## config.mk

```make
export PLATFORM = sky130hd
export DESIGN_NAME = wcp_port
export DESIGN_NICKNAME = d
export VERILOG_FILES = /design/src/hdl/wcp_pkg.sv /design/src/hdl/wcp_port.sv
export SDC_FILE = /design/constraint.sdc
export NUM_CORES = 1
export LEC_CHECK = 0
export ABC_AREA = 1
export BUFFER_PORTS_ARGS = -buffer_cell sky130_fd_sc_hd__buf_2
export CORE_ASPECT_RATIO = 1.2
export CORE_UTILIZATION = 50
export CTS_CLUSTER_SIZE = 28
export DETAILED_ROUTE_END_ITERATION = 6
export GPL_ROUTABILITY_DRIVEN = 0
export PLACE_DENSITY = 0.73
export SYNTH_ARGS = -nofsm -noshare
export SYNTH_HDL_FRONTEND = slang
export SYNTH_SLANG_ARGS = --single-unit
export TNS_END_PERCENT = 30
```

## constraint.sdc

```tcl
create_clock -name clock_in -period 2.9 [get_ports clock_in]
set_input_delay 0.29 -clock clock_in [delete_from_list [all_inputs] [get_ports clock_in]]
set_output_delay 0.29 -clock clock_in [all_outputs]
set_load 0.005 [all_outputs]
```

## src/hdl/wcp_pkg.sv

```systemverilog
// package: constants and carrier types for the word channel peripheral port
package wcp_pkg;

    localparam int DATA_W = 16;
    localparam int ADDR_W = 16;

    // address word layout
    localparam int ADDR_DIR_BIT = 0;
    localparam int ADDR_EQ_LSB = 7;
    localparam int ADDR_EQ_W = 4;
    localparam int ADDR_STN_BIT = 6;

    // function command word bits
    localparam int FN_CLR_CTRL = 0;
    localparam int FN_CLR_INT = 1;
    localparam int FN_DATA_INT = 2;
    localparam int FN_EOP_INT = 3;
    localparam int FN_ALARM_INT = 4;
    localparam int FN_START = 5;
    localparam int FN_STOP = 6;

    // equipment status word bits
    localparam int ST_READY = 0;
    localparam int ST_BUSY = 1;
    localparam int ST_INT = 2;
    localparam int ST_DATA = 3;
    localparam int ST_EOP = 4;
    localparam int ST_ALARM = 5;
    localparam int ST_LOST = 6;
    localparam int ST_PROT = 7;
    localparam int ST_PARITY = 8;

    // timing: answer within 4 us, at least 200 ns after the strobe
    localparam int CLK_PERIOD_PS = 4000;
    localparam int ANS_MAX_NS = 4000;
    localparam int ANS_MIN_NS = 200;
    localparam int ANS_MAX_CYC = (ANS_MAX_NS * 1000) / CLK_PERIOD_PS;
    localparam int ANS_MIN_CYC =
        (ANS_MIN_NS * 1000 + CLK_PERIOD_PS - 1) / CLK_PERIOD_PS;
    localparam int CNT_W = 11;

    localparam logic [15:0] RST_WORD = 16'h0000;

    // channel side request and answer
    typedef struct packed {
        logic [ADDR_W-1:0] addr;
        logic [DATA_W-1:0] wdata;
        logic rd;
        logic wr;
    } wcp_chan_req_t;

    typedef struct packed {
        logic [DATA_W-1:0] rdata;
        logic reply;
        logic reject;
    } wcp_chan_ans_t;

    // medium side conditions
    typedef struct packed {
        logic ready;
        logic protect;
        logic parity_err;
        logic warn;
        logic eop_event;
    } wcp_med_stat_t;

endpackage : wcp_pkg

```

## src/hdl/wcp_port.sv

```systemverilog
// module: word channel peripheral port, device end
`timescale 1ns/100ps
module wcp_port #(
    parameter int DEPTH = 2
) (
    // clock and reset
    input wire logic clock_in,
    input wire logic nrst_in,
    // configuration
    input wire logic [3:0] equip_num_in,
    // computer channel
    input wire wcp_pkg::wcp_chan_req_t chan_in,
    output wcp_pkg::wcp_chan_ans_t chan_out,
    output logic interrupt_out,
    // medium, words from the computer
    output logic [15:0] med_tx_data_out,
    output logic med_tx_valid_out,
    input wire logic med_tx_ready_in,
    // medium, words to the computer
    input wire logic [15:0] med_rx_data_in,
    input wire logic med_rx_valid_in,
    output logic med_rx_ready_out,
    // medium control and conditions
    input wire wcp_pkg::wcp_med_stat_t med_in,
    output logic motion_out,
    output logic read_mode_out
);

    // ===========================================================
    // state
    typedef enum logic [2:0] {
        ST_IDLE = 3'b001,
        ST_WAIT = 3'b010,
        ST_HOLD = 3'b100
    } wcp_phase_t;

    typedef struct packed {
        wcp_phase_t phase;
        logic [wcp_pkg::CNT_W-1:0] cnt;
        logic dec_rply;
        logic [15:0] rdata;
        logic reply;
        logic reject;
        logic data_req;
        logic eop_req;
        logic alarm_req;
        logic data_rsp;
        logic eop_rsp;
        logic alarm_rsp;
        logic irq;
        logic motion;
        logic busy;
        logic lost;
        logic parity;
        logic rd_mode;
        logic [1:0] tx_cnt;
        logic [1:0][15:0] tx_buf;
        logic tx_wp;
        logic tx_rp;
        logic [1:0] rx_cnt;
        logic [1:0][15:0] rx_buf;
        logic rx_wp;
        logic rx_rp;
    } wcp_state_t;

    wcp_state_t s_q, s_d;

    // ===========================================================
    // decode
    logic strobe, selected, dir_hi, stn_zero, can_move;
    logic tx_push, tx_pop, rx_push, rx_pop, data_ok, alarm_now, eop_now;
    logic [15:0] fn, status;

    assign strobe = chan_in.rd | chan_in.wr;
    assign selected = chan_in.addr[wcp_pkg::ADDR_EQ_LSB +: wcp_pkg::ADDR_EQ_W]
        == equip_num_in;
    assign dir_hi = chan_in.addr[wcp_pkg::ADDR_DIR_BIT];
    assign stn_zero = ~chan_in.addr[wcp_pkg::ADDR_STN_BIT];
    assign fn = chan_in.wdata;
    // data possible: room to write or a word to read
    assign data_ok = s_q.rd_mode ? (s_q.rx_cnt != 2'd0)
                                 : (s_q.tx_cnt != 2'(DEPTH));
    assign can_move = med_in.ready & data_ok &
        (chan_in.rd ? s_q.rd_mode : ~s_q.rd_mode);
    assign alarm_now = s_q.lost | s_q.parity | med_in.warn | ~med_in.ready;
    assign eop_now = ~s_q.busy;

    assign tx_pop = med_tx_ready_in & (s_q.tx_cnt != 2'd0);
    assign rx_push = med_rx_valid_in & (s_q.rx_cnt != 2'(DEPTH));

    always_comb begin
        status = wcp_pkg::RST_WORD;
        status[wcp_pkg::ST_READY] = med_in.ready;
        status[wcp_pkg::ST_BUSY] = s_q.busy;
        status[wcp_pkg::ST_INT] = s_q.irq;
        status[wcp_pkg::ST_DATA] = data_ok;
        status[wcp_pkg::ST_EOP] = eop_now;
        status[wcp_pkg::ST_ALARM] = alarm_now;
        status[wcp_pkg::ST_LOST] = s_q.lost;
        status[wcp_pkg::ST_PROT] = med_in.protect;
        status[wcp_pkg::ST_PARITY] = s_q.parity;
    end

    // ===========================================================
    // next state
    always_comb begin
        s_d = s_q;
        tx_push = 1'b0;
        rx_pop = 1'b0;
        if (s_q.reply | s_q.reject) begin
            s_d.cnt = '0;
        end
        unique case (s_q.phase)
            ST_IDLE: begin
                if (strobe && selected) begin
                    s_d.phase = ST_WAIT;
                    s_d.cnt = '0;
                end
            end
            ST_WAIT: begin
                s_d.cnt = s_q.cnt + 1'b1;
                // hold answer back the least time, decide once
                if (!strobe) begin
                    s_d.phase = ST_IDLE;
                end else if (s_q.cnt == wcp_pkg::CNT_W'(
                        wcp_pkg::ANS_MIN_CYC - 1)) begin
                    s_d.phase = ST_HOLD;
                    if (dir_hi && stn_zero && chan_in.wr) begin
                        if (fn[wcp_pkg::FN_CLR_CTRL]) begin
                            s_d.motion = 1'b0;
                            s_d.lost = 1'b0;
                            s_d.parity = 1'b0;
                            s_d.busy = 1'b0;
                            s_d.rd_mode = 1'b1;
                        end
                        if (fn[wcp_pkg::FN_CLR_CTRL] |
                                fn[wcp_pkg::FN_CLR_INT]) begin
                            s_d.data_req = 1'b0;
                            s_d.eop_req = 1'b0;
                            s_d.alarm_req = 1'b0;
                            s_d.data_rsp = 1'b0;
                            s_d.eop_rsp = 1'b0;
                            s_d.alarm_rsp = 1'b0;
                        end
                        // set after clear
                        if (fn[wcp_pkg::FN_DATA_INT]) s_d.data_req = 1'b1;
                        if (fn[wcp_pkg::FN_EOP_INT]) begin
                            s_d.eop_req = 1'b1;
                            // already ended ops do not fire
                            s_d.eop_rsp = 1'b0;
                        end
                        if (fn[wcp_pkg::FN_ALARM_INT]) begin
                            s_d.alarm_req = 1'b1;
                            s_d.alarm_rsp = alarm_now;
                        end
                        if (fn[wcp_pkg::FN_STOP]) begin
                            s_d.motion = 1'b0;
                        end else if (fn[wcp_pkg::FN_START] && med_in.ready) begin
                            s_d.motion = 1'b1;
                            s_d.busy = 1'b1;
                        end
                        s_d.reply = 1'b1;
                    end else if (dir_hi && stn_zero && chan_in.rd) begin
                        s_d.rdata = status;
                        s_d.reply = 1'b1;
                    end else if (!dir_hi && can_move) begin
                        if (chan_in.wr) begin
                            tx_push = 1'b1;
                        end else begin
                            s_d.rdata = s_q.rx_buf[s_q.rx_rp];
                            rx_pop = 1'b1;
                        end
                        s_d.data_rsp = 1'b0;
                        s_d.reply = 1'b1;
                    end else begin
                        s_d.reject = 1'b1;
                    end
                end
            end
            ST_HOLD: begin
                if (!strobe) begin
                    s_d.phase = ST_IDLE;
                    s_d.reply = 1'b0;
                    s_d.reject = 1'b0;
                    s_d.rdata = '0;
                end
            end
        endcase
        // buffers
        if (tx_push) begin
            s_d.tx_buf[s_q.tx_wp] = fn;
            s_d.tx_wp = ~s_q.tx_wp;
        end
        if (tx_pop) s_d.tx_rp = ~s_q.tx_rp;
        s_d.tx_cnt = s_q.tx_cnt + 2'(tx_push) - 2'(tx_pop);
        if (rx_push) begin
            s_d.rx_buf[s_q.rx_wp] = med_rx_data_in;
            s_d.rx_wp = ~s_q.rx_wp;
        end
        if (rx_pop) s_d.rx_rp = ~s_q.rx_rp;
        s_d.rx_cnt = s_q.rx_cnt + 2'(rx_push) - 2'(rx_pop);
        // overrun: word arrives with hold full
        if (med_rx_valid_in && s_q.rx_cnt == 2'(DEPTH) && s_q.rd_mode)
            s_d.lost = 1'b1;
        if (med_in.parity_err) s_d.parity = 1'b1;
        // end of operation
        if (med_in.eop_event && s_q.tx_cnt == 2'd0) begin
            s_d.busy = 1'b0;
            s_d.motion = 1'b0;
            if (s_d.eop_req && s_q.busy) s_d.eop_rsp = 1'b1;
        end
        // responses, the reply clear wins over the data set
        // use the next request so a clear in this cycle leaves no response
        if (s_d.data_req && data_ok && !rx_pop && !tx_push)
            s_d.data_rsp = 1'b1;
        if (s_d.alarm_req && alarm_now) s_d.alarm_rsp = 1'b1;
        s_d.irq = (s_d.data_req & s_d.data_rsp) | (s_d.eop_req & s_d.eop_rsp)
            | (s_d.alarm_req & s_d.alarm_rsp);
    end

    // ===========================================================
    // registers
    always_ff @(posedge clock_in or negedge nrst_in) begin
        if (!nrst_in) begin
            s_q <= '0;
            s_q.phase <= ST_IDLE;
            s_q.rd_mode <= 1'b1;
        end else begin
            s_q <= s_d;
        end
    end

    // ===========================================================
    // outputs
    assign chan_out.rdata = s_q.rdata;
    assign chan_out.reply = s_q.reply;
    assign chan_out.reject = s_q.reject;
    assign interrupt_out = s_q.irq;
    assign motion_out = s_q.motion;
    assign read_mode_out = s_q.rd_mode;
    assign med_tx_data_out = s_q.tx_buf[s_q.tx_rp];
    assign med_tx_valid_out = s_q.tx_cnt != 2'd0;
    assign med_rx_ready_out = s_q.rx_cnt != 2'(DEPTH);
endmodule : wcp_port

```

-- Word level (Yosys, flattened, before mapping)
Cells that the tools add are included.
- flip-flop bits (word level): 115
- input bits: 63
- output and inout port bits: 39
- word-level logic and storage cells: 193
- add/subtract/negate cells: 5
- $lt $le $gt $ge: 6
- equal/unequal tests: 18
- mux-type cells: 71
- bitwise operators: 22
- reduce and logical (&&, ||, !) cells: 45
- operators by type and width (kind ; count):
    $mux W16 ; 8
    $bwmux W32 ; 2
    $mux W24 ; 2
    $pmux W18 S2 ; 1
    $mux W1 ; 35
    $mux W17 ; 2
    $reduce_bool A2 Y1 ; 17
    $demux W16 S1 ; 2
    $mux W5 ; 5
    $pmux W11 S2 ; 1
    $reduce_and A5 Y1 ; 4
    $mux W18 ; 1
    $ne A2 B2 Y1 const B ; 8
    $logic_and A1 B1 Y1 ; 15
    $mux W14 ; 1
    $reduce_and A7 Y1 ; 2
    $mux W3 ; 4
    $mux W6 ; 2
    $add A11 B1 Y11 const B ; 1
    $eq A11 B6 Y1 const B ; 1
    $mux W11 ; 1
    $ne A3 B3 Y1 const B ; 3
    $pmux W3 S3 ; 1
    $lt A1 B2 Y1 const B ; 4
    other kinds (18) ; 44

-- Logic depth before layout (Yosys ltp)
- depth after elaboration: 17
- gate-level depth with buffers: 12
- depth with buffers taken out: 11

-- Worst setup path before layout
Ideal clock, no wire load.
- path kind: flip-flop to flip-flop
- from: reg s_q[104] (netlist bit)
- to: reg s_q[71] (netlist bit)
- setup time: 123 ps
- data arrival time: 1715 ps
- required time: 2777 ps
- slack: 1062 ps
- cell stages (with the launch flop): 12
- path buffers: 0
- period minus slack after synthesis: 1838 ps
- cell sequence: dfrtp_1 -> inv_1 -> ha_1 -> nand3_2 -> nor2_8 -> nand3_4 -> nor2_4 -> inv_2 -> ha_1 -> inv_1 -> ha_1 -> xnor2_1
- RTL lines (item ; line ; text):
    start, declared ; wcp_port.sv:66 ; wcp_state_t s_q, s_d;

-- Worst setup path in the final report
- from: reg s_q[103] (netlist bit)
- to: reg s_q[39] (netlist bit)
- cells in the longest elaborated chain, start to end: 4
- RTL lines (item ; line ; text):
    $eq A11 B6 Y1 ; wcp_port.sv:125 ; end else if (s_q.cnt == wcp_pkg::CNT_W'(
    $mux W1 ; wcp_port.sv:125 ;
    $mux W1 ; wcp_port.sv:123 ; if (!strobe) begin
    $mux W1 ; wcp_port.sv:113 ; unique case (s_q.phase)
Every way passes these cells.
A chain may end at the register's enable or synchronous reset.

==> out/results.md <==
- **result of the run** completed
- **detailed placement HPWL** 8744 um
- **critical path capture point type** flip-flop
- **critical path type** flip-flop to flip-flop
- **remaining antenna violation count after routing** 0
- **H-tree Lvls** 4
- **Post-Syn Area per Cell** 8.545 um2
- **time the final worst path needs with I/O delays and setup** 2302 ps
- **post-layout instance area** 6858 um2
- **clk sink count** 115
- **FFs w/ async S/R, synth** 1.000
- **leading cell type in the layout, fill and taps excluded** sky130_fd_sc_hd__nand2_1
- **Unique masters post-synth** 39
- **initial standard-cell utilization of the core** 0.5177
- **routed len/inst** 13.97 um
- **leakage component of the power** 3.592 nW
- **startpoint type of the worst setup path** flip-flop
- **maximum achievable frequency** 0.4343 GHz
- **number of remaining DRC errors** 0
- **setup bufs post-CTS** 0
- **number of rows created at floorplan** 42
- **count of nets after finishing** 819
- **measured slew at the worst slew-check pin** 930.2 ps
- **final instance count without filler cells** 917
- **number of DRC markers after the initial detailed-route iteration** 267
- **number of diodes** 0
- **Crit path largest cell delay** 610 ps
- **summed instance area of the synthesized netlist** 5768 um2
- **wire length of the first global-routing pass** 21820 um
- **fill cell count** 999
- **count of endpoints failing setup in the final report** 0
- **Vert. Die Dim** 119.7 um
- **CTS tree** built
- **buffer type at the clock tree root** sky130_fd_sc_hd__clkbuf_16
- **Max clock buf depth** 2
- **Die X** 100.0 um
- **final worst path period share** 0.7939
- **post-detailed-routing wire length** 12810 um
- **Syn Inst Count** 675
- **I/O pin cnt** 102
- **worst hold path class** primary input to flip-flop
- **Final Hold Violating Endpoints** 0
- **most frequently used flop master after synthesis** sky130_fd_sc_hd__dfrtp_1
- **via count of the first global-routing pass** 4833
- **RSZ-0062 raised after global routing** false
- **PD cells** 838.4 nW/um2
- **Max Cap Viol** 0
- **arrival time reported for the critical path endpoint** 2570 ps
- **number of antenna violations at the first check in global routing** 0
- **routed vias** 4725
- **global-route usage over all layers** 0.2329
- **number of enable-type register cells in the synthesized netlist** 0
- **Clock Latency Late Sink** 410 ps
- **worst rel slew slack** 0.3798
- **area delta synth->final** 18.89%
- **largest vdd supply drop** 0.0006018 V
- **number of detailed-routing iterations run before antenna repair** 4
- **Max Slew Vio Count** 0
- **number of CTS-inserted buffers** 17
- **area of the die** 11970 um2
- **share of final-layout standard cells stronger than drive strength 1** 0.2582
- **largest net degree at the start of global routing** 64
- **clock transition at the register clock pins on the worst setup and hold paths after CTS** 50 ps
- **count of synthesis-stage warnings from yosys** 0
- **area post-placement** 6213 um2
- **number of buffer cells added on primary ports** 90
- **worst clock skew on the final layout** 9.008 ps
- **synthesized net count** 744
- **library cell contributing the largest single delay on the critical path** sky130_fd_sc_hd__or2_2
- **biggest fanout along the worst timing path** 33
- **final sum of negative setup slack** 0 ps
- **number of cells in the design after placement** 884
- **sum of overflow across all layers after global routing** 0
- **ordered cell list for the critical path** ha_1 > nand3_2 > nor2_8 > nand3_4 > nor2_4 > inv_2 > or2_2 > nand2_1 > o21ai_2
- **fraction of the yosys area taken by sequential cells** 0.4991
- **vias per cell** 5.153
- **register bit total from synthesis** 115
- **required time of the critical path** 3170 ps
- **highest-count cells in the layout ignoring fill and taps** 161 x sky130_fd_sc_hd__nand2_1, 114 x sky130_fd_sc_hd__dfrtp_1, 89 x sky130_fd_sc_hd__buf_2
- **placeable core region** 11140 um2
## cell type report
class	instances	area [um2]	area share
Clock buffer	20	456.7	0.06659
Sequential cell	115	2879	0.4198
Timing Repair Buffer	98	528.0	0.07699
Tap cell	154	192.7	0.02810
Multi-Input combinational cell	447	2357	0.3437
Inverter	71	266.5	0.03886
Clock inverter	12	177.7	0.02591
## cells by family after synthesis
kind of cell,synth area share
compound gates,0.1236
xor+xnor,0.01063
fa+ha+maj,0.01301
buf+inv,0.09219
flops,0.4991
mux,0.03319
other cells,0.0006501
simple gates,0.2275
## cell usage after synthesis (5+ instances only)
library cell | instances | area, um2
sky130_fd_sc_hd__ha_1 | 6 | 75.07
sky130_fd_sc_hd__clkbuf_1 | 16 | 60.06
sky130_fd_sc_hd__buf_4 | 20 | 150.1
sky130_fd_sc_hd__o21ai_0 | 72 | 360.4
sky130_fd_sc_hd__nand2_1 | 161 | 604.3
sky130_fd_sc_hd__inv_2 | 5 | 18.77
sky130_fd_sc_hd__a21oi_1 | 18 | 90.09
sky130_fd_sc_hd__dfrtp_1 | 114 | 2853
sky130_fd_sc_hd__o21ai_2 | 16 | 140.1
sky130_fd_sc_hd__nand4_1 | 9 | 56.30
sky130_fd_sc_hd__nand3_1 | 40 | 200.2
sky130_fd_sc_hd__nand2_2 | 15 | 93.84
sky130_fd_sc_hd__o211ai_1 | 5 | 37.54
sky130_fd_sc_hd__inv_1 | 63 | 236.5
sky130_fd_sc_hd__nor2_1 | 48 | 180.2
sky130_fd_sc_hd__mux2_2 | 17 | 191.4
## where the power goes
part / internal [mW] / switching [mW]
Clock: 1.49 / 0.739
Combinational: 0.532 / 0.808
Sequential: 1.97 / 0.215
## worst max-delay path: cells and delay by family (launching register included)
| kind | cells | cell delay [ps] |
|---|---|---|
| compound gates | 1 | 60 |
| flops | 1 | 460 |
| fa+ha+maj | 1 | 210 |
| buf+inv | 1 | 50 |
| simple gates | 6 | 1360 |
## registers in the layout, summed over array words and instances (netlist names)
name / count
interrupt_out: 1
chan_out: 18
motion_out: 1
s_q: 95
## per-layer routing
metal | routed length (um) | track usage
met1 | 5262 | 0.2604
met5 | 0 | 0
met2 | 6684 | 0.4142
met4 | 310 | 0.09783
met3 | 549 | 0.06348
## repair_timing
item	4_1_cts	5_1_grt
hold endpoints to repair	51	0
gates resized for setup	0	0
hold buffers	1	0
## stage by stage
step / hold slack [ps] / utilization / setup slack, ps / power (mW)
after floorplan: -5.591 / - / 1062 / 3.150
after global placement: 357.7 / 0.5577 / 660.5 / 3.453
after detailed placement: 366.1 / 0.5577 / 609.7 / 3.538
after CTS: 84.34 / 0.6156 / 594.7 / 5.789
after global routing: 109.5 / 0.6156 / 430.1 / 6.045
final: 85.98 / 0.6156 / 597.6 / 5.749
## worst paths after layout
path	to	slack, ps	cells after the start	start
worst min-delay path	s_q[73]	90	2	med_in[2]
worst min register to register	s_q[1]	470	2	s_q[1]
worst max register to register	s_q[39]	600	9	s_q[103]
min in group asynchronous	s_q[64]	460	2	nrst_in
max in group asynchronous	s_q[82]	1660	3	nrst_in
worst max-delay path	s_q[39]	600	9	s_q[103]
(Power assumes the default switching activity.)
